==> src/pcg_pkg.sv <==
// Constants shared by the serial configuration block of the clock generator.
package pcg_pkg;
  localparam int REG_COUNT = 16;
  localparam int PTR_W     = 4;
  // Seven-bit slave address with the strap-controlled bit position.
  localparam logic [6:0] DEV_ADDR_BASE = 7'h58;
  localparam int         ADDR_STRAP_BIT = 2;
  // Register indexes.
  localparam logic [3:0] REG_A_REF     = 4'h0;
  localparam logic [3:0] REG_A_FB      = 4'h1;
  localparam logic [3:0] REG_A_CTRL    = 4'h2;
  localparam logic [3:0] REG_B_REF     = 4'h3;
  localparam logic [3:0] REG_B_FB      = 4'h4;
  localparam logic [3:0] REG_B_CTRL    = 4'h5;
  localparam logic [3:0] REG_C1_REF    = 4'h6;
  localparam logic [3:0] REG_C1_FB     = 4'h7;
  localparam logic [3:0] REG_C1_CTRL   = 4'h8;
  localparam logic [3:0] REG_C2_REF    = 4'h9;
  localparam logic [3:0] REG_C2_FB     = 4'hA;
  localparam logic [3:0] REG_C2_CTRL   = 4'hB;
  localparam logic [3:0] REG_POST_AB   = 4'hC;
  localparam logic [3:0] REG_POST_CD1  = 4'hD;
  localparam logic [3:0] REG_POST_CD2  = 4'hE;
  localparam logic [3:0] REG_MUX_SLEEP = 4'hF;
  // Write mask of the alternate third-loop control byte; bit 5 is reserved.
  localparam logic [7:0] C2_CTRL_MASK  = 8'hDF;
  localparam logic [7:0] REG_RESET     = 8'h00;
  localparam int         SLEEP_BIT     = 5;
  typedef enum logic [2:0] {PCG_IDLE, PCG_ADDR, PCG_ADDR_ACK, PCG_WRX, PCG_WR_ACK,
                            PCG_RDX, PCG_RD_ACK} pcg_state_t;
endpackage

==> src/pcg_fifo.sv <==
// Small flip-flop FIFO with valid/ready on both sides.
`timescale 1ns/100ps
module pcg_fifo #(
  parameter int WIDTH = 12,
  parameter int DEPTH = 4
) (
  input  wire logic             clk_sys,
  input  wire logic             rst,
  input  wire logic             inValid,
  output logic                  inReady,
  input  wire logic [WIDTH-1:0] inData,
  output logic                  outValid,
  input  wire logic             outReady,
  output logic      [WIDTH-1:0] outData
);
  localparam int AW = $clog2(DEPTH);
  logic [WIDTH-1:0] mem [DEPTH];
  logic [AW-1:0]    wrPtr;
  logic [AW-1:0]    rdPtr;
  logic [AW:0]      count;
  logic             doPush;
  logic             doPop;
  assign inReady  = (count != (AW+1)'(DEPTH));
  assign outValid = (count != '0);
  assign outData  = mem[rdPtr];
  assign doPush   = inValid && inReady;
  assign doPop    = outValid && outReady;
  always_ff @(posedge clk_sys) begin
    if (doPush) begin
      mem[wrPtr] <= inData;
    end
  end
  always_ff @(posedge clk_sys) begin
    if (rst) begin
      wrPtr <= '0;
      rdPtr <= '0;
      count <= '0;
    end else begin
      if (doPush) begin
        wrPtr <= (wrPtr == AW'(DEPTH-1)) ? '0 : wrPtr + 1'b1;
      end
      if (doPop) begin
        rdPtr <= (rdPtr == AW'(DEPTH-1)) ? '0 : rdPtr + 1'b1;
      end
      count <= count + (AW+1)'(doPush) - (AW+1)'(doPop);
    end
  end
endmodule // pcg_fifo

==> src/pcg_serial_regs.sv <==
// Two-wire slave and sixteen-byte configuration file of a three-loop clock generator.
// Operation
// - First byte after write address loads register pointer.
// - Pointer advances after each stored byte.
// - Pointer wraps after sixteen bytes.
// - Every received data byte is acknowledged.
// - Byte takes effect at its acknowledge.
// - Read pointer increments after each byte.
// - Repeated start keeps pointer, then read.
// - Read sends bytes, wrapping past fifteen.
// - All registers clear at reset.
// - Select pin picks alternate post nibbles.
// - Feedback divider is eleven bits split.
// - Primary third-loop set in bytes 6-8.
// - Loop fields pass straight to loops; loop C top bit is zero on the alternate set.
// - Mux and post fields pass directly.
// - Sleep bits choose powered-down sections.
// - Slave address with strap bit A2.
// - Select pin switches C/D sets.
// - Sleep pin gates enabled sections only.
`timescale 1ns/100ps
module pcg_serial_regs (
  input  wire logic        clk_sys,
  input  wire logic        rst,
  input  wire logic        sclIn,
  input  wire logic        sdaIn,
  output logic             sdaOut,
  output logic             sdaOe,
  input  wire logic        addrSelectPin,
  input  wire logic        freqSetSelectPin,
  input  wire logic        sleepRequestPin,
  output logic      [7:0]  refDivA,
  output logic      [10:0] feedbackDivA,
  output logic      [7:0]  refDivB,
  output logic      [10:0] feedbackDivB,
  output logic      [7:0]  refDivC,
  output logic      [10:0] feedbackDivC,
  output logic      [2:0]  loopCtrlA,
  output logic      [2:0]  loopCtrlB,
  output logic      [2:0]  loopCtrlC,
  output logic      [1:0]  muxA,
  output logic      [1:0]  muxB,
  output logic      [1:0]  muxC,
  output logic      [1:0]  muxD,
  output logic      [3:0]  postDivA,
  output logic      [3:0]  postDivB,
  output logic      [3:0]  postDivC,
  output logic      [3:0]  postDivD,
  output logic      [2:0]  loopSleep,
  output logic      [3:0]  dividerSleep
);
  // ----------------------------------------------------------------
  // Input synchronisers
  // ----------------------------------------------------------------
  logic [1:0] sclSync;
  logic [1:0] sdaSync;
  logic [1:0] selSync;
  logic [1:0] sleepSync;
  logic [1:0] strapSync;
  logic       sclPrev;
  logic       sdaPrev;
  always_ff @(posedge clk_sys) begin
    if (rst) begin
      sclSync   <= 2'h3;
      sdaSync   <= 2'h3;
      selSync   <= 2'h0;
      sleepSync <= 2'h0;
      strapSync <= 2'h3;
      sclPrev   <= 1'b1;
      sdaPrev   <= 1'b1;
    end else begin
      sclSync   <= {sclSync[0], sclIn};
      sdaSync   <= {sdaSync[0], sdaIn};
      selSync   <= {selSync[0], freqSetSelectPin};
      sleepSync <= {sleepSync[0], sleepRequestPin};
      strapSync <= {strapSync[0], addrSelectPin};
      sclPrev   <= sclSync[1];
      sdaPrev   <= sdaSync[1];
    end
  end
  logic scl;
  logic sda;
  logic sclRise;
  logic sclFall;
  logic startCond;
  logic stopCond;
  assign scl       = sclSync[1];
  assign sda       = sdaSync[1];
  assign sclRise   = scl && !sclPrev;
  assign sclFall   = !scl && sclPrev;
  assign startCond = scl && sclPrev && sdaPrev && !sda;
  assign stopCond  = scl && sclPrev && !sdaPrev && sda;

  // ----------------------------------------------------------------
  // Protocol engine
  // ----------------------------------------------------------------
  pcg_pkg::pcg_state_t state;
  logic [7:0]  shiftReg;
  logic [3:0]  bitCnt;
  logic        haveReg;
  logic        isRead;
  logic [3:0]  regPtr;
  logic [7:0]  txByte;
  logic [7:0]  regs [pcg_pkg::REG_COUNT];
  logic [6:0]  myAddr;
  logic        fifoInValid;
  logic        fifoInReady;
  logic        fifoOutValid;
  logic [11:0] fifoOutData;

  always_comb begin
    myAddr = pcg_pkg::DEV_ADDR_BASE;
    myAddr[pcg_pkg::ADDR_STRAP_BIT] = strapSync[1];
  end

  always_ff @(posedge clk_sys) begin
    if (rst) begin
      state    <= pcg_pkg::PCG_IDLE;
      shiftReg <= 8'h00;
      bitCnt   <= 4'h0;
      haveReg  <= 1'b0;
      isRead   <= 1'b0;
      regPtr   <= 4'h0;
      txByte   <= 8'h00;
      sdaOe    <= 1'b0;
    end else if (startCond) begin
      state   <= pcg_pkg::PCG_ADDR;
      bitCnt  <= 4'h0;
      haveReg <= 1'b0;
      sdaOe   <= 1'b0;
    end else if (stopCond) begin
      state <= pcg_pkg::PCG_IDLE;
      sdaOe <= 1'b0;
    end else begin
      case (state)
        pcg_pkg::PCG_IDLE: begin
          sdaOe <= 1'b0;
        end
        pcg_pkg::PCG_ADDR, pcg_pkg::PCG_WRX: begin
          if (sclRise) begin
            shiftReg <= {shiftReg[6:0], sda};
            bitCnt   <= bitCnt + 4'h1;
          end else if (sclFall && bitCnt == 4'h8) begin
            bitCnt <= 4'h0;
            if (state == pcg_pkg::PCG_ADDR) begin
              if (shiftReg[7:1] == myAddr) begin
                isRead <= shiftReg[0];
                sdaOe  <= 1'b1;
                state  <= pcg_pkg::PCG_ADDR_ACK;
                txByte <= regs[regPtr];
              end else begin
                state <= pcg_pkg::PCG_IDLE;
              end
            end else if (fifoInReady || !haveReg) begin
              sdaOe <= 1'b1;
              state <= pcg_pkg::PCG_WR_ACK;
              if (!haveReg) begin
                regPtr  <= shiftReg[3:0];
                haveReg <= 1'b1;
              end else begin
                regPtr <= regPtr + 4'h1;
              end
            end else begin
              state <= pcg_pkg::PCG_IDLE;
            end
          end
        end
        pcg_pkg::PCG_ADDR_ACK, pcg_pkg::PCG_WR_ACK: begin
          if (sclFall) begin
            if (state == pcg_pkg::PCG_ADDR_ACK && isRead) begin
              state  <= pcg_pkg::PCG_RDX;
              sdaOe  <= !txByte[7];
              txByte <= {txByte[6:0], 1'b0};
              bitCnt <= 4'h1;
            end else begin
              sdaOe <= 1'b0;
              state <= pcg_pkg::PCG_WRX;
            end
          end
        end
        pcg_pkg::PCG_RDX: begin
          if (sclFall) begin
            if (bitCnt == 4'h8) begin
              sdaOe  <= 1'b0;
              state  <= pcg_pkg::PCG_RD_ACK;
              regPtr <= regPtr + 4'h1;
            end else begin
              sdaOe  <= !txByte[7];
              txByte <= {txByte[6:0], 1'b0};
              bitCnt <= bitCnt + 4'h1;
            end
          end
        end
        pcg_pkg::PCG_RD_ACK: begin
          if (sclRise) begin
            if (sda) begin
              state <= pcg_pkg::PCG_IDLE;
            end else begin
              txByte <= regs[regPtr];
            end
          end else if (sclFall) begin
            state  <= pcg_pkg::PCG_RDX;
            sdaOe  <= !txByte[7];
            txByte <= {txByte[6:0], 1'b0};
            bitCnt <= 4'h1;
          end
        end
        default: begin
          state <= pcg_pkg::PCG_IDLE;
        end
      endcase
    end
  end
  assign sdaOut = 1'b0;

  // ----------------------------------------------------------------
  // Write path through the FIFO, then the register file
  // ----------------------------------------------------------------
  assign fifoInValid = (state == pcg_pkg::PCG_WRX) && sclFall && (bitCnt == 4'h8) && haveReg
                       && !startCond && !stopCond;
  logic [3:0] wrIdx;
  logic       fifoOutReady;
  assign fifoOutReady = 1'b1;

  pcg_fifo #(
    .WIDTH(12),
    .DEPTH(4)
  ) u_fifo (
    .clk_sys  (clk_sys),
    .rst      (rst),
    .inValid  (fifoInValid),
    .inReady  (fifoInReady),
    .inData   ({regPtr, shiftReg}),
    .outValid (fifoOutValid),
    .outReady (fifoOutReady),
    .outData  (fifoOutData)
  );
  assign wrIdx = fifoOutData[11:8];

  genvar gi;
  generate
    for (gi = 0; gi < pcg_pkg::REG_COUNT; gi++) begin : g_reg
      always_ff @(posedge clk_sys) begin
        if (rst) begin
          regs[gi] <= pcg_pkg::REG_RESET;
        end else if (fifoOutValid && wrIdx == 4'(gi)) begin
          regs[gi] <= (4'(gi) == pcg_pkg::REG_C2_CTRL) ? (fifoOutData[7:0] & pcg_pkg::C2_CTRL_MASK)
                                                       : fifoOutData[7:0];
        end
      end
    end
  endgenerate

  // ----------------------------------------------------------------
  // Field decode to the clock sections
  // ----------------------------------------------------------------
  logic sel;
  assign sel = selSync[1];
  assign refDivA      = regs[pcg_pkg::REG_A_REF];
  assign feedbackDivA = {regs[pcg_pkg::REG_A_CTRL][2:0], regs[pcg_pkg::REG_A_FB]};
  assign loopCtrlA    = regs[pcg_pkg::REG_A_CTRL][5:3];
  assign muxA         = regs[pcg_pkg::REG_A_CTRL][7:6];
  assign refDivB      = regs[pcg_pkg::REG_B_REF];
  assign feedbackDivB = {regs[pcg_pkg::REG_B_CTRL][2:0], regs[pcg_pkg::REG_B_FB]};
  assign loopCtrlB    = regs[pcg_pkg::REG_B_CTRL][5:3];
  assign muxB         = regs[pcg_pkg::REG_B_CTRL][7:6];
  assign refDivC      = sel ? regs[pcg_pkg::REG_C2_REF] : regs[pcg_pkg::REG_C1_REF];
  assign feedbackDivC = sel ? {regs[pcg_pkg::REG_C2_CTRL][2:0], regs[pcg_pkg::REG_C2_FB]}
                            : {regs[pcg_pkg::REG_C1_CTRL][2:0], regs[pcg_pkg::REG_C1_FB]};
  assign loopCtrlC    = {sel ? 1'b0 : regs[pcg_pkg::REG_C1_CTRL][5],
                         sel ? regs[pcg_pkg::REG_C2_CTRL][4:3] : regs[pcg_pkg::REG_C1_CTRL][4:3]};
  assign muxC         = sel ? regs[pcg_pkg::REG_MUX_SLEEP][5:4] : regs[pcg_pkg::REG_C1_CTRL][7:6];
  assign muxD         = sel ? regs[pcg_pkg::REG_MUX_SLEEP][7:6] : regs[pcg_pkg::REG_C2_CTRL][7:6];
  assign postDivA     = regs[pcg_pkg::REG_POST_AB][3:0];
  assign postDivB     = regs[pcg_pkg::REG_POST_AB][7:4];
  assign postDivC     = sel ? regs[pcg_pkg::REG_POST_CD2][3:0] : regs[pcg_pkg::REG_POST_CD1][3:0];
  assign postDivD     = sel ? regs[pcg_pkg::REG_POST_CD2][7:4] : regs[pcg_pkg::REG_POST_CD1][7:4];
  assign loopSleep    = {3{sleepSync[1]}} & {regs[pcg_pkg::REG_C1_CTRL][pcg_pkg::SLEEP_BIT],
                                            regs[pcg_pkg::REG_B_CTRL][pcg_pkg::SLEEP_BIT],
                                            regs[pcg_pkg::REG_A_CTRL][pcg_pkg::SLEEP_BIT]};
  assign dividerSleep = {4{sleepSync[1]}} & regs[pcg_pkg::REG_MUX_SLEEP][3:0];

  // ----------------------------------------------------------------
  // Assertions
  // ----------------------------------------------------------------
  property p_ptrAdv;
    @(posedge clk_sys) disable iff (rst)
    (fifoInValid && fifoInReady) |=> (regPtr == $past(regPtr) + 4'h1);
  endproperty
  a_ptrAdv: assert property (p_ptrAdv) else $error("pointer did not advance");
  // The pointer moves on at the push, so the checker keeps its own copy of target and byte.
  logic [3:0] lastWrIdx;
  logic [7:0] lastWrData;
  always_ff @(posedge clk_sys) begin
    if (rst) begin
      lastWrIdx  <= 4'h0;
      lastWrData <= 8'h00;
    end else if (fifoInValid && fifoInReady) begin
      lastWrIdx  <= regPtr;
      lastWrData <= shiftReg;
    end
  end
  property p_update;
    @(posedge clk_sys) disable iff (rst)
    (fifoInValid && fifoInReady && regPtr != pcg_pkg::REG_C2_CTRL)
      |=> ##[0:3] (regs[lastWrIdx] == lastWrData);
  endproperty
  a_update: assert property (p_update) else $error("register not updated");
  property p_resv;
    @(posedge clk_sys) disable iff (rst) regs[pcg_pkg::REG_C2_CTRL][5] == 1'b0;
  endproperty
  a_resv: assert property (p_resv) else $error("reserved bit set");
  property p_ack;
    @(posedge clk_sys) disable iff (rst)
    (state == pcg_pkg::PCG_WR_ACK) |-> sdaOe;
  endproperty
  a_ack: assert property (p_ack) else $error("no ack driven");
  property p_sleep;
    @(posedge clk_sys) disable iff (rst) !sleepSync[1] |-> (dividerSleep == 4'h0 && loopSleep == 3'h0);
  endproperty
  a_sleep: assert property (p_sleep) else $error("sleep without pin");
  property p_rdInc;
    @(posedge clk_sys) disable iff (rst)
    (state == pcg_pkg::PCG_RDX && sclFall && bitCnt == 4'h8 && !startCond && !stopCond)
      |=> (regPtr == $past(regPtr) + 4'h1);
  endproperty
  a_rdInc: assert property (p_rdInc) else $error("read pointer stuck");
  property p_post;
    @(posedge clk_sys) disable iff (rst)
    postDivC == (selSync[1] ? regs[pcg_pkg::REG_POST_CD2][3:0] : regs[pcg_pkg::REG_POST_CD1][3:0]);
  endproperty
  a_post: assert property (p_post) else $error("post nibble set wrong");
  property p_idleOe;
    @(posedge clk_sys) disable iff (rst) $rose(state == pcg_pkg::PCG_IDLE) |=> !sdaOe;
  endproperty
  a_idleOe: assert property (p_idleOe) else $error("sda driven when idle");
  c_write: cover property (@(posedge clk_sys) fifoInValid && fifoInReady);
  c_read: cover property (@(posedge clk_sys) state == pcg_pkg::PCG_RD_ACK);
  c_wrap: cover property (@(posedge clk_sys) fifoInValid && regPtr == 4'hF);
endmodule // pcg_serial_regs

==> config.mk <==
export PLATFORM = sky130hd
export DESIGN_NAME = pcg_serial_regs
export DESIGN_NICKNAME = d
export VERILOG_FILES = /design/src/pcg_pkg.sv /design/src/pcg_fifo.sv /design/src/pcg_serial_regs.sv
export SDC_FILE = /design/constraint.sdc
export NUM_CORES = 1
export LEC_CHECK = 0
export BUFFER_PORTS_ARGS = -buffer_cell sky130_fd_sc_hd__buf_2
export CORE_MARGIN = 4
export CORE_UTILIZATION = 64
export CTS_CLUSTER_SIZE = 16
export DETAILED_ROUTE_END_ITERATION = 12
export PLACE_DENSITY = 0.85
export SETUP_SLACK_MARGIN = 0.02
export SLEW_MARGIN = 25
export SYNTH_ARGS = -nofsm -noshare
export SYNTH_HDL_FRONTEND = slang
export SYNTH_SLANG_ARGS = --single-unit
==> constraint.sdc <==
create_clock -name clk_sys -period 7.7 [get_ports clk_sys]
set_clock_uncertainty 0.2 [all_clocks]
set_input_delay 0.77 -clock clk_sys [delete_from_list [all_inputs] [get_ports clk_sys]]
set_output_delay 0.77 -clock clk_sys [all_outputs]
set_load 0.005 [all_outputs]
==> results.py <==
metrics = {
    "run_status": {
        "status": "finished, final reports clean",
    },
    "clock_tree": {
        "post_cts_buffers": 0,
        "cts_root_buf": "clkbuf_16",
        "post_cts_resized": 0,
        "clockBufferDepth": 3,
        "cts_hold_buf": 0,
        "cts_tree": "done",
        "clock_latency_ns": 0.51,
        "numCtsBuffers": 23,
        "htree_levels": 1,
        "clk_pin_slew_ns": 0.06,
        "clock-sinks": 230,
    },
    "timing": {
        "finalHoldViolations": 0,
        "finalCriticalPeriod_ns": 3.391,
        "slew_violations": 0,
        "layout_setup_ws_ns": 4.309,
        "worst_pin_slew_ns": 1.071,
        "tns_ns": 0,
        "max_freq_mhz": 294.9,
        "rsz0062_at_grt": "false",
        "slew_headroom_pct": 28.58,
        "hold_ws_ns": 0.2123,
        "finalCritPeriodShare_pct": 44.04,
        "setup_violations": 0,
    },
    "floorplanning": {
        "rows": 46,
        "ios": 106,
        "die_w_microns": 137.1,
        "start_util_pct": 66.15,
        "die-area_sq_um": 18790,
        "die_h_microns": 137.1,
        "placeableCoreArea_sq_um": 16120,
    },
    "layout": {
        "nNetsFinal": 966,
        "num-fill-cells": 1001,
        "fin_cells": 1179,
        "area_growth_pct": 13.26,
        "fin_area_sq_um": 12070,
        "layout_commonest_cell": "edfxtp_1",
        "ff_latch_area_sq_um": 6357,
        "drive_gt1_share_pct": 25.88,
        "multi_input_area_sq_um": 4023,
        "most-common-layout-cells": "edfxtp_1, nor2_1, buf_2, dfxtp_1, nand2_1",
    },
    "setup_path": {
        "cp_slowest_cell": "dfxtp_1",
        "slowest_delay_ns": 0.87,
        "arrival_ns": 3.32,
        "worstSetupPathType": "flip-flop to flip-flop",
        "cp-start-kind": "flip-flop",
        "crit_family": "flip-flops",
        "critPathCaptureType": "flip-flop",
        "crit_required_ns": 7.63,
        "critPathBufInv": 1,
        "crit_fanout": 20,
        "cp_cell_sequence": "mux4_2, nor2b_1, and2_1, inv_1, o21ai_1",
    },
    "synthesis": {
        "synth_cell_types": 65,
        "ys_ff_latch": 230,
        "syn_nets": 875,
        "ys_warn_count": 0,
        "ys_seq_area_share_pct": 59.62,
        "ys.flop_type": "edfxtp_1",
        "syn_area_sq_um": 10660,
        "synthCells": 854,
        "ys_async_sr_fraction_pct": 0,
        "avgSynthCellArea_sq_um": 12.48,
        "synth_edf_count": 175,
    },
    "placed_design": {
        "placed_area_sq_um": 11320,
        "port_buffers": 104,
        "place_ws_ns": 4.072,
        "gp_congestion": 0.9895,
        "placed_cells": 1135,
        "dpl.hpwl_microns": 19580,
    },
    "detailed_routing": {
        "drtIter0Drc": 935,
        "vias": 7661,
        "first_pass_iters": 5,
        "vias_per_cell": 6.498,
        "wl_per_cell_microns": 23.64,
        "postRouteAntennaNets": 0,
        "drcViolationCount": 0,
        "wl_microns": 27880,
    },
    "global_route": {
        "grt_pass1_wl_microns": 42250,
        "antenna_found_initial": 1,
        "first_global_vias": 7283,
        "overflow": 0,
        "grt_max_degree": 44,
        "track_usage_pct": 29.89,
    },
    "job": {
        "maxCapViolCount": 0,
    },
    "pwr": {
        "ir_drop_uv": 209.7,
        "power.density_nw_per_um2": 278.0,
        "p_leak_nw": 4.421,
    },
    "min_path": {
        "hp-class": "flip-flop to flip-flop",
    },
}
## cell usage after synthesis, types with 4 or more instances
cell / n / area (sq um)
o211ai_1: 4 / 30.03
dfxtp_1: 55 / 1101
o21ai_0: 30 / 150.1
clkbuf_1: 26 / 97.59
or2_2: 10 / 62.56
nand2b_1: 8 / 50.05
o31ai_1: 7 / 52.55
o21ai_1: 8 / 40.04
a21oi_1: 22 / 110.1
nand3_1: 13 / 65.06
mux2_2: 42 / 473.0
nand2_1: 48 / 180.2
nor2b_1: 17 / 106.4
nor2_1: 159 / 596.8
ha_1: 13 / 162.7
nand4_1: 4 / 25.02
inv_1: 26 / 97.59
nor3_1: 18 / 90.09
edfxtp_1: 175 / 5255
mux4_2: 33 / 743.2
mux2i_1: 34 / 340.3
buf_2: 11 / 55.05
and2_1: 15 / 93.84
buf_4: 5 / 37.54
a21boi_0: 4 / 30.03
## metal layers
metal	routed length, microns	track usage [%]	up-vias
li1	-	-	3313
met1	9942	38.33	3649
met2	13320	48.86	579
met3	2921	5.368	120
met4	1689	15.74	0
met5	0	0	-
## registers in the layout, summed over array words and instances, names as in the netlist, 3 cells and up, named ones only
name / cells
regs: 127
u_fifo.mem: 48
shiftReg: 8
txByte: 8
bitCnt: 4
regPtr: 4
state: 3
u_fifo.count: 3
## per-stage QoR
| stage | total power [W] | util, % |
|---|---|---|
| final | 0.003357 | 74.92 |
| after global routing | 0.003474 | 74.91 |
| after CTS | 0.003339 | 74.75 |
| after detailed placement | 0.002256 | 70.22 |
| after global placement | 0.002232 | 70.19 |
| after floorplan | 0.001981 | - |
## worst paths after layout
check | start | depth (start not counted) | to | slack, ns
hold / removal | sdaSync[0] | 1 | sdaSync[1] | 0.21
hold reg to reg | sdaSync[0] | 1 | sdaSync[1] | 0.21
setup reg to reg | flip-flop | 5 | regs[10][2] | 4.31
setup / recovery | flip-flop | 5 | regs[10][2] | 4.31
## final cells by class
type	count	share of cell area, %
Antenna cell	1	0.02073
Clock buffer	35	5.306
Clock inverter	7	0.7461
Inverter	26	0.8083
Multi-Input combinational cell	552	33.32
Sequential cell	230	52.65
Tap cell	216	2.238
Timing Repair Buffer	112	4.912
## cell families (layout without fill, tap and decap cells)
group | count (synthesis) | count (layout) | synth area share [%]
and+or+nand+nor | 320 | 320 | 14.26
DFF | 230 | 230 | 59.62
muxes | 109 | 109 | 14.60
AOI/OAI and AO/OA | 104 | 104 | 6.526
buffers and inverters | 72 | 180 | 2.911
adders and majority gates | 14 | 14 | 1.714
xor gates and xnor gates | 4 | 4 | 0.3287
other | 1 | 2 | 0.03518
## report_power, final
| group | internal (W) | switching [W] |
|---|---|---|
| clock network | 0.000642 | 0.000452 |
| registers | 0.00146 | 0.000130 |
| logic | 0.000231 | 0.000439 |
| total | 0.00234 | 0.00102 |
Note: power is estimated with default switching activity, not from simulation.
